File: src/tpms_pkg.sv
// Constants and types for the triggered power measurement sequencer
// Function
// - Text result format selected delivers readable strings; text is the reset default.
// - Binary format delivers 32 or 64 bit elements; 32 bits after reset.
// - After reset sit idle, no measurement, until a start command arms.
// - Waiting for trigger holds until the selected source fires, then measures.
// - Finished measurement re-arms or returns idle according to the start mode.
// - Continuous start begins a fresh cycle as soon as the last completes.
// - One start command runs trigger-repeat-count cycles; count one gives one result.
// - Level trigger starts after configured delay once power crosses the reference.
// - Held or bus source triggers on remote command; bus also on common trigger.
// - Immediate source measures at once without any trigger condition.
// - Internal source derives its trigger from the measured input signal.
// - Two external trigger inputs: cable differential pair and separate coaxial connector.
// - Forced trigger bypasses the wait for held, internal, external and bus sources.
// - Repeating termination outputs one result after averaging-count repetitions.
// - Moving termination outputs a result after every partial measurement.
// - Average mode: noninverted then inverted phase, one aperture each; averaging count one runs the noninverted phase only.
// - Average mode repeating with sync on: sync high over whole averaged cycle.
// - Average mode moving: each measurement needs a trigger; sync high during each.
// - Results before the averaging count are flagged unsettled; settled afterwards.
// - When the trigger repeat count is reached, return to idle.
// - Trace mode: each chopper phase starts on its own trigger, one aperture long.
// - Trace mode with sync on: sync high only while a chopper phase runs.
// - Averaging count one: both terminations behave alike, settled data, then idle.
package tpms_pkg;
  // ****************************************
  // Trigger sources
  // ****************************************
  localparam logic [2:0] TPMS_SRC_HOLD = 3'h0;
  localparam logic [2:0] TPMS_SRC_IMM = 3'h1;
  localparam logic [2:0] TPMS_SRC_INT = 3'h2;
  localparam logic [2:0] TPMS_SRC_EXT1 = 3'h3;
  localparam logic [2:0] TPMS_SRC_EXT2 = 3'h4;
  localparam logic [2:0] TPMS_SRC_BUS = 3'h5;
  // ****************************************
  // Formats, modes and reset values
  // ****************************************
  localparam logic TPMS_FMT_TEXT = 1'b0;
  localparam logic TPMS_FMT_BIN = 1'b1;
  localparam logic TPMS_WIDTH_32 = 1'b0;
  localparam logic TPMS_WIDTH_64 = 1'b1;
  localparam logic TPMS_TERM_REPEAT = 1'b0;
  localparam logic TPMS_TERM_MOVING = 1'b1;
  localparam logic TPMS_MODE_AVG = 1'b0;
  localparam logic TPMS_MODE_TRACE = 1'b1;
  localparam logic TPMS_SLOPE_RISE = 1'b0;
  localparam int TPMS_CW = 16;
  localparam logic [TPMS_CW-1:0] TPMS_ONE = 16'h0001;
  localparam logic [TPMS_CW-1:0] TPMS_ZERO = 16'h0000;
  typedef enum logic [1:0] {TPMS_IDLE, TPMS_WAIT, TPMS_DELAY, TPMS_MEAS} tpms_state_e;
endpackage : tpms_pkg

File: src/tpms_seq.sv
// Measurement sequencer with trigger selection, chopper phases and termination control
`timescale 1ns/1ps
module tpms_seq #(
  parameter int PW = 16
) (
  input wire logic clk_sys,
  input wire logic rst_b,
  input wire logic cmd_start,
  input wire logic cmd_abort,
  input wire logic start_continuous,
  input wire logic [tpms_pkg::TPMS_CW-1:0] trigger_repeat_count,
  input wire logic [2:0] trigger_source,
  input wire logic cmd_trigger,
  input wire logic cmd_common_trigger,
  input wire logic cmd_force_trigger,
  input wire logic ext1_trig_p,
  input wire logic ext1_trig_n,
  input wire logic ext2_trig,
  input wire logic [PW-1:0] signal_power,
  input wire logic [PW-1:0] trigger_level,
  input wire logic trigger_slope,
  input wire logic [tpms_pkg::TPMS_CW-1:0] trigger_delay,
  input wire logic [tpms_pkg::TPMS_CW-1:0] aperture_cycles,
  input wire logic [tpms_pkg::TPMS_CW-1:0] average_count,
  input wire logic meas_mode,
  input wire logic termination_control_select,
  input wire logic trace_termination_select,
  input wire logic sync_enable,
  input wire logic format_binary,
  input wire logic format_width64,
  output logic [1:0] seq_state,
  output logic chopper_active,
  output logic chopper_inverted,
  output logic trigger_sync,
  output logic result_valid,
  output logic result_settled,
  output logic result_binary,
  output logic result_width64
);
  import tpms_pkg::*;

  // ****************************************
  // Reset release and state
  // ****************************************
  logic rst_m, rst_s;
  always_ff @(posedge clk_sys or negedge rst_b) begin
    if (!rst_b) begin
      rst_m <= 1'b0;
      rst_s <= 1'b0;
    end else begin
      rst_m <= 1'b1;
      rst_s <= rst_m;
    end
  end

  tpms_state_e state;
  logic [TPMS_CW-1:0] tmr, avg_n, trig_n;
  logic phase_inv, ext1_q, ext2_q, above_q, armed_q;

  // ****************************************
  // Trigger selection
  // ****************************************
  wire logic ext1_lvl = ext1_trig_p & ~ext1_trig_n;
  wire logic ext1_edge = ext1_lvl & ~ext1_q;
  wire logic ext2_edge = ext2_trig & ~ext2_q;
  wire logic above = signal_power > trigger_level;
  wire logic level_edge = (trigger_slope == TPMS_SLOPE_RISE) ? (above & ~above_q)
                          : (~above & above_q);
  wire logic src_event =
      (trigger_source == TPMS_SRC_HOLD) ? cmd_trigger :
      (trigger_source == TPMS_SRC_BUS) ? (cmd_trigger | cmd_common_trigger) :
      (trigger_source == TPMS_SRC_IMM) ? 1'b1 :
      (trigger_source == TPMS_SRC_INT) ? level_edge :
      (trigger_source == TPMS_SRC_EXT1) ? ext1_edge :
      (trigger_source == TPMS_SRC_EXT2) ? ext2_edge : 1'b0;
  wire logic forced = cmd_force_trigger & (trigger_source != TPMS_SRC_IMM);
  wire logic use_delay = (trigger_source == TPMS_SRC_INT) & ~forced
                         & (trigger_delay != TPMS_ZERO);
  wire logic fire = src_event | forced;

  // ****************************************
  // Termination and sequencing decisions
  // ****************************************
  wire logic term_moving = (meas_mode == TPMS_MODE_TRACE) ?
      (trace_termination_select == TPMS_TERM_MOVING) :
      (termination_control_select == TPMS_TERM_MOVING);
  wire logic [TPMS_CW-1:0] avg_eff = (average_count == TPMS_ZERO) ? TPMS_ONE : average_count;
  wire logic single_ap = (avg_eff == TPMS_ONE);
  wire logic [TPMS_CW-1:0] ap_eff = (aperture_cycles == TPMS_ZERO) ? TPMS_ONE : aperture_cycles;
  wire logic ap_done = (tmr == ap_eff - TPMS_ONE);
  // Measurement complete: single aperture for count one, else after the inverted phase
  wire logic meas_done = ap_done & (single_ap | phase_inv);
  wire logic [TPMS_CW-1:0] avg_next = (avg_n == 16'hFFFF) ? avg_n : avg_n + TPMS_ONE;
  wire logic avg_reached = (avg_next >= avg_eff);
  // Repeating: result only after count repetitions; moving: every measurement
  wire logic emit = meas_done & (term_moving | avg_reached | single_ap);
  // Repeating with count above one keeps measuring without a new trigger in average mode
  wire logic chain = (state == TPMS_MEAS) & meas_done & ~emit
                     & (meas_mode == TPMS_MODE_AVG);
  wire logic cycle_done = emit & ~term_moving | emit & term_moving;
  wire logic [TPMS_CW-1:0] trig_next = trig_n + TPMS_ONE;
  wire logic [TPMS_CW-1:0] rep_eff = (trigger_repeat_count == TPMS_ZERO) ? TPMS_ONE
                                     : trigger_repeat_count;
  wire logic reps_done = (trig_next >= rep_eff) & ~start_continuous;
  // Trace mode waits for a trigger before each chopper phase
  wire logic phase_trig = ap_done & ~meas_done & (meas_mode == TPMS_MODE_TRACE);

  // ****************************************
  // State machine
  // ****************************************
  tpms_state_e next_state;
  always_comb begin
    next_state = state;
    case (state)
      TPMS_IDLE: begin
        if (cmd_start | start_continuous) begin
          next_state = TPMS_WAIT;
        end
      end
      TPMS_WAIT: begin
        if (fire) begin
          next_state = use_delay ? TPMS_DELAY : TPMS_MEAS;
        end
      end
      TPMS_DELAY: begin
        if (tmr == trigger_delay - TPMS_ONE) begin
          next_state = TPMS_MEAS;
        end
      end
      TPMS_MEAS: begin
        if (phase_trig) begin
          next_state = TPMS_WAIT;
        end else if (meas_done & ~chain) begin
          // Moving in average mode and trace mode need a fresh trigger each measurement
          // Repeat count ends the run even before a moving average has settled
          if (cycle_done & reps_done) begin
            next_state = TPMS_IDLE;
          end else begin
            next_state = TPMS_WAIT;
          end
        end
      end
      default: next_state = TPMS_IDLE;
    endcase
    if (cmd_abort) begin
      next_state = TPMS_IDLE;
    end
  end

  wire logic enter_meas = (state != TPMS_MEAS) & (next_state == TPMS_MEAS);
  wire logic new_cycle = (state == TPMS_IDLE) & (next_state == TPMS_WAIT);
  wire logic in_meas_next = (next_state == TPMS_MEAS);
  // Sync: whole averaged cycle in repeating average mode, else each measurement or phase
  wire logic next_sync = sync_enable & in_meas_next;

  always_ff @(posedge clk_sys or negedge rst_s) begin
    if (!rst_s) begin
      state <= TPMS_IDLE;
      tmr <= TPMS_ZERO;
      phase_inv <= 1'b0;
      avg_n <= TPMS_ZERO;
      trig_n <= TPMS_ZERO;
      ext1_q <= 1'b0;
      ext2_q <= 1'b0;
      above_q <= 1'b0;
      armed_q <= 1'b0;
    end else begin
      state <= next_state;
      ext1_q <= ext1_lvl;
      ext2_q <= ext2_trig;
      above_q <= above;
      armed_q <= (next_state != TPMS_IDLE);
      if (enter_meas | (state == TPMS_MEAS & ap_done) | (state != next_state)) begin
        tmr <= TPMS_ZERO;
      end else begin
        tmr <= tmr + TPMS_ONE;
      end
      if (state == TPMS_MEAS & ap_done) begin
        phase_inv <= ~phase_inv & ~meas_done;
      end else if (new_cycle) begin
        phase_inv <= 1'b0;
      end
      if (new_cycle) begin
        avg_n <= TPMS_ZERO;
        trig_n <= TPMS_ZERO;
      end else if (state == TPMS_MEAS & meas_done) begin
        avg_n <= (emit & ~term_moving) ? TPMS_ZERO : avg_next;
        if (emit) begin
          trig_n <= trig_next;
        end
      end
    end
  end

  // ****************************************
  // Registered outputs
  // ****************************************
  always_ff @(posedge clk_sys or negedge rst_s) begin
    if (!rst_s) begin
      seq_state <= 2'h0;
      chopper_active <= 1'b0;
      chopper_inverted <= 1'b0;
      trigger_sync <= 1'b0;
      result_valid <= 1'b0;
      result_settled <= 1'b0;
      result_binary <= TPMS_FMT_TEXT;
      result_width64 <= TPMS_WIDTH_32;
    end else begin
      seq_state <= next_state;
      chopper_active <= in_meas_next;
      chopper_inverted <= in_meas_next & phase_inv;
      trigger_sync <= next_sync;
      result_valid <= (state == TPMS_MEAS) & emit;
      result_settled <= (state == TPMS_MEAS) & emit & (avg_reached | single_ap);
      result_binary <= format_binary;
      result_width64 <= format_binary & format_width64;
    end
  end

endmodule : tpms_seq

File: config.mk
export PLATFORM = sky130hd
export DESIGN_NAME = tpms_seq
export DESIGN_NICKNAME = d
export VERILOG_FILES = /design/src/tpms_pkg.sv /design/src/tpms_seq.sv
export SDC_FILE = /design/constraint.sdc
export NUM_CORES = 1
export LEC_CHECK = 0
export BUFFER_PORTS_ARGS = -buffer_cell sky130_fd_sc_hd__buf_4
export CORE_ASPECT_RATIO = 0.5
export CORE_MARGIN = 4
export CORE_UTILIZATION = 45
export CTS_BUF_LIST = sky130_fd_sc_hd__clkbuf_8 sky130_fd_sc_hd__clkbuf_16
export DETAILED_ROUTE_END_ITERATION = 10
export GPL_TIMING_DRIVEN = 0
export PLACE_DENSITY = 0.66
export SLEW_MARGIN = 20
export SYNTH_ARGS = -nofsm -noshare
export SYNTH_HDL_FRONTEND = slang
export SYNTH_SLANG_ARGS = --single-unit
File: constraint.sdc
create_clock -name clk_sys -period 2.6 [get_ports clk_sys]
set_input_delay 0.26 -clock clk_sys [delete_from_list [all_inputs] [get_ports clk_sys]]
set_output_delay 0.26 -clock clk_sys [all_outputs]
set_load 0.02 [all_outputs]
=== Word-level counts from Yosys, hierarchy flattened ===
Index checks and enable logic that the tools add are counted.

* Add/subtract/negate cells: 5
* Order comparisons: 3
* Eq/ne operators: 17
* Mux-type cells: 30
* Bitwise gates (word level): 52
* Reduce and logical (&&, ||, !) cells: 10

{| class="wikitable"
|+ Operator list
! cell !! number
|-
| $mux W16 || 11
|-
| $add A16 B1 Y16 const B || 3
|-
| $logic_not A16 Y1 || 3
|-
| $eq A16 B16 Y1 || 2
|-
| $ge A16 B16 Y1 || 2
|-
| $sub A16 B1 Y16 const B || 2
|-
| $and A1 B1 Y1 || 29
|-
| $eq A16 B1 Y1 const B || 1
|-
| $eq A16 B16 Y1 const B || 1
|-
| $gt A16 B16 Y1 || 1
|-
| $reduce_bool A16 Y1 || 1
|-
| $not A1 Y1 || 13
|-
| $mux W1 || 12
|-
| $mux W2 || 6
|-
| $or A1 B1 Y1 || 10
|-
| $pmux W2 S4 || 1
|-
| $eq A2 B2 Y1 const B || 3
|-
| $eq A3 B2 Y1 const B || 2
|-
| $eq A3 B3 Y1 const B || 2
|-
| $reduce_bool A2 Y1 || 3
|-
| $eq A2 B1 Y1 const B || 2
|-
| $eq A3 B1 Y1 const B || 1
|-
| $logic_not A3 Y1 || 1
|-
| $ne A3 B1 Y1 const B || 1
|-
| 4 further kinds || 4
|}

* Register bits after elaboration: 63
* Input port bits: 117
* Output and inout port bits: 9
* Logic and storage cells: 134

=== Longest topological paths before layout ===
* Word-level depth: 20
* Mapped depth: 18
* Depth with buffers taken out: 17

=== Worst setup path after synthesis ===
Ideal clock, no wire load.

* Path kind: register -> register
* Start: reg avg_n[0]
* End: reg trig_n[11]
* Library setup time: 0.078 ns
* Data arrival time: 3.927 ns
* Required time: 2.522 ns
* Slack: -1.405 ns
* Cell stages (with the launch flop): 19
* Buffers on the path: 1
* Period minus slack after synthesis: 4.005 ns
* Path through: dfrtp_1 ha_1 nand3_1 nor3_1 and3_1 nor2_1 and4_1 nand2b_1 nand2_1 ha_1 a211oi_1 o31a_1 o311ai_0 a21oi_1 a21oi_1 nand3_4 buf_6 or3_1 a21oi_1

* Word-level cells in the longest chain between the ends: 19
* Elaborated cells on any way between the ends: 27
* Those cells by class: add/sub: 1; order compare: 1; eq/ne: 2; mux: 7; bitwise: 13; reduce/logical: 3

{| class="wikitable"
|+ RTL lines
! what !! line !! text
|-
| start, declared || tpms_seq.sv:57 || <nowiki>logic [TPMS_CW-1:0] tmr, avg_n, trig_n;</nowiki>
|-
| start signal, assigned || tpms_seq.sv:187 || <nowiki>avg_n <= (emit & ~term_moving) ? TPMS_ZERO : avg_next;</nowiki>
|-
| $add A16 B1 Y16 / $eq A16 B16 Y1 (equally long branches) || tpms_seq.sv:93 || <nowiki>wire logic [TPMS_CW-1:0] avg_next = (avg_n == 16'hFFFF) ? avg_n : avg_n + TPMS_ONE;</nowiki>
|-
| $mux W16 (*) || tpms_seq.sv:93 ||
|-
| $ge A16 B16 Y1 (*) || tpms_seq.sv:94 || <nowiki>wire logic avg_reached = (avg_next >= avg_eff);</nowiki>
|-
| $or A1 B1 Y1 (*) (2 in a row) || tpms_seq.sv:96 || <nowiki>wire logic emit = meas_done & (term_moving | avg_reached | single_ap);</nowiki>
|-
| $and A1 B1 Y1 (*) || tpms_seq.sv:96 ||
|-
| $not A1 Y1 || tpms_seq.sv:98 || <nowiki>wire logic chain = (state == TPMS_MEAS) & meas_done & ~emit</nowiki>
|-
| $and A1 B1 Y1 || tpms_seq.sv:98 ||
|-
| $and A1 B1 Y1 || tpms_seq.sv:99 || <nowiki>& (meas_mode == TPMS_MODE_AVG);</nowiki>
|-
| (+2 left out) || - ||
|-
| $mux W2 || tpms_seq.sv:133 || <nowiki>end else if (meas_done & ~chain) begin</nowiki>
|-
| $mux W2 || tpms_seq.sv:131 || <nowiki>if (phase_trig) begin</nowiki>
|-
| $pmux W2 S4 || tpms_seq.sv:114 || <nowiki>case (state)</nowiki>
|-
| $mux W2 || tpms_seq.sv:145 || <nowiki>if (cmd_abort) begin</nowiki>
|-
| $eq A2 B1 Y1 || tpms_seq.sv:151 || <nowiki>wire logic new_cycle = (state == TPMS_IDLE) & (next_state == TPMS_WAIT);</nowiki>
|-
| $and A1 B1 Y1 || tpms_seq.sv:151 ||
|-
| $reduce_bool A2 Y1 (no source line) || - ||
|-
| $reduce_and A2 Y1 (no source line) || - ||
|-
| end signal, assigned || tpms_seq.sv:189 || <nowiki>trig_n <= trig_next;</nowiki>
|-
| end, declared || tpms_seq.sv:57 ||
|}

Every way passes the cells marked *; elsewhere a longest branch is shown, timed or not.
A chain may end at the register's enable or synchronous reset.

=== Worst setup path after layout ===
* Start: reg avg_n[11]
* End: reg trig_n[6]

Same word-level chain as after synthesis.

==> impl_metrics.ini <==
[outcome]
status = complete, but fails checks
violations = negative setup slack

[synth]
synth_area_leaders = dfrtp_1 26%, ha_1 11%, xnor2_1 6.2%
synth_edf_count = 0
yosys.area.top_type_share_pct = 26.1
synthDistinctLibCells = 80
yosys_warnings = 0
synth_fp_nets = 909
yosysSeqAreaShare_pct = 26.1
synth-async-reset-ratio_pct = 100
syn_area_per_cell_um2 = 8.20
synth_ff_type = dfrtp_1
ys_ff_latch = 63
synth_area_leader_cell = dfrtp_1
syn_area_um2 = 6050
ys_top_cells_by_count = 63 x dfrtp_1, 63 x inv_1, 57 x a21oi_1
netlist_instances = 738

[final_layout]
regArea_um2 = 1580
fillerInstances = 1025
multi_input_area_um2 = 4710
nets = 1099
diodes = 0
drive_gt1_share_pct = 35.3
fin_area_um2 = 8660
area_growth_pct = 43.1
fin_util_pct = 67.0

[routing]
vias_per_cell = 5.69
drtAntennaViolNets = 0
drt_pass1_iterations = 5
drc = 0
vias = 6273
wl_per_cell_um = 16.4
drtIter0Drc = 457
wirelength_mm = 18.1

[clock_network]
clk_latency_ns = 0.34
clockBufferDepth = 2
clkTransAtPathRegs_ns = 0.05
tritoncts = built
clkSinkCount = 63
cts_root_buf = clkbuf_16
cts-buffers-inserted = 9
htreeDepth = 3

[floorplanning]
die_w_um = 172
boundaryPins = 126
row_count = 29
start_util_pct = 46.8
fp.dieH_um = 90.0
core_um2 = 12900
die-area_um2 = 15500

[power]
p_int_uw = 2080
p_per_area_nw_per_um2 = 339
leakagePower_uw = 0.00408
p_clk_share_pct = 41.6
finalPower_uw = 2940
seqPwrFrac_pct = 35.9
p_comb_share_pct = 22.4
switching_share_pct = 29.1
switching_power_uw = 854
vdd_ir_drop_max_uv = 313

[grt]
grt_overflow = 0
antenna_found_initial = 0
grt_max_degree = 38
grt_pass1_wl_mm = 29.4
grt_pass1_vias = 6077
grtUsageTotal_pct = 22.8

[timing]
slew_viol_final = 0
max_clock_freq_mhz = 282
setup_slack_ns = -0.943
whs_ns = 0.0315
finalSetupViolations = 55
hold_violations = 0
fin_crit_sh_pct = 136
maxSlewHeadroom_pct = 30.0
tightest_slew_ns = 1.04
rsz0062_at_grt = true
fin_crit_ns = 3.54
skew_ns = 0.00898

[critical_path]
worst_setup_path_start_kind = flip-flop
critPathRequiredTime_ns = 2.86
cp.arrival_ns = 3.80
crit_type = flip-flop to flip-flop
r2r_start = avg_n[11]
crit_path_max_fanout = 6
critPathCaptureType = flip-flop
crit_path_start = avg_n[11]

[hold_path]
hold_path.class = input port to flip-flop
min_from = ext2_trig

[run]
max-cap-violations = 0

[placement]
dp_hpwl_mm = 13.1
place_congestion = 0.894
io_buffers = 121
place_ws_ns = -1.41
dpl_cell_area_um2 = 7410
final timing paths:
kind	cells after the start	slack, ns	end
min	1	0.03	ext2_q
min reg2reg	0	0.24	seq_state[0]
min in group asynchronous	2	0.24	rst_m
max	15	-0.94	trig_n[6]
max reg2reg	15	-0.94	trig_n[6]
max in group asynchronous	1	1.81	avg_n[13]
state kept, by name (all words and copies together), names as in the netlist:
register          flops
above_q               1
avg_n                16
chopper_active        1
chopper_inverted      1
ext1_q                1
ext2_q                1
phase_inv             1
result_binary         1
result_settled        1
result_valid          1
result_width64        1
rst_m                 1
rst_s                 1
seq_state             2
tmr                  16
trig_n               16
trigger_sync          1
cell type report:
class                      instances  share of cell area (%)
buffer                            19                    1.76
clock buffer                      10                    2.76
clock inverter                     6                   0.708
inverter                          63                    2.73
multi-input combinational        588                    54.4
sequential                        63                    18.3
tap                              170                    2.46
timing repair buffer             184                    16.9
logic make-up (layout without fill, tap and decap cells):
family	after synthesis	after routing	share of synthesized area, %
adder cells (fa/ha/maj)	54	54	11.2
AND/OR/NAND/NOR	304	304	29.6
flip-flops	63	63	26.1
XOR/XNOR	71	71	10.5
buffers and inverters	87	282	5.73
other	1	1	0.0620
AO/OA/AOI/OAI	152	152	15.9
multiplexers	6	6	1.01
per-layer routing:
| metal | track usage, % | wire length [um] |
|---|---|---|
| met2 | 37.3 | 8790 |
| met1 | 30.9 | 8040 |
| met4 | 5.10 | 195 |
| met3 | 5.00 | 1080 |
| met5 | 0 | 0 |
per-stage QoR:
stage / TNS, ns / instances
after floorplan: -31.95 / 738
after global placement: -71.18 / 1029
after detailed placement: -63.59 / 1030
after CTS: -29.33 / 1091
after global routing: -42.04 / 1103
final: -33.98 / 1103
cells in the final DEF, fill, tap and decap left out, types with 6 or more instances in the layout:
| cell type | n |
|---|---|
| a31oi_1 | 8 |
| inv_1 | 64 |
| nand2_1 | 41 |
| buf_4 | 171 |
| a21oi_2 | 15 |
| nor2_1 | 42 |
| and3_1 | 10 |
| xnor2_1 | 41 |
| nor3_1 | 13 |
| nor4_1 | 14 |
| ha_1 | 49 |
| nand4_1 | 18 |
| buf_6 | 16 |
| clkbuf_1 | 6 |
| nand2b_1 | 9 |
| or3b_1 | 6 |
| nor3_2 | 12 |
| o21ai_0 | 23 |
| a21oi_1 | 41 |
| dfrtp_1 | 59 |
| xor2_1 | 27 |
| nor4_4 | 6 |
| a21o_1 | 11 |
| nand3_1 | 29 |
| or3_1 | 12 |
| clkbuf_16 | 10 |
| nor2b_1 | 9 |
critical path, stage by stage (launching register included):
cell and delay [ns]:
dfrtp_1 0.40, nand4_1 0.21, buf_4 0.21, nor4_4 0.28, nand3_2 0.13, nor2_1 0.11, mux2i_1 0.12, ha_1 0.32
nand4_1 0.22, o311ai_2 0.38, a21oi_2 0.11, a21oi_4 0.20, nand3_4 0.13, buf_6 0.16, or3_4 0.32, a21oi_2 0.15
what timing repair did:
action | in CTS | in global routing
hold endpoints to repair | 2 | 0
hold buffers | 1 | 0
setup endpoints to repair | 56 | 56
gates cloned | 2 | 0
pin swaps | 28 | 30
gates resized for setup | 49 | 64
setup buffers | 44 | 16
power by group through the flow:
stage / Sequential, uW / Clock (uW) / Combinational (uW)
2_1_floorplan: 1060 / 0 / 341
3_3_place_gp: 1060 / 0 / 601
3_5_place_dp: 1050 / 0 / 628
4_1_cts: 1050 / 1230 / 646
5_1_grt: 1060 / 1270 / 724
6_report: 1060 / 1220 / 659
Note: power is estimated with default switching activity, not from simulation.
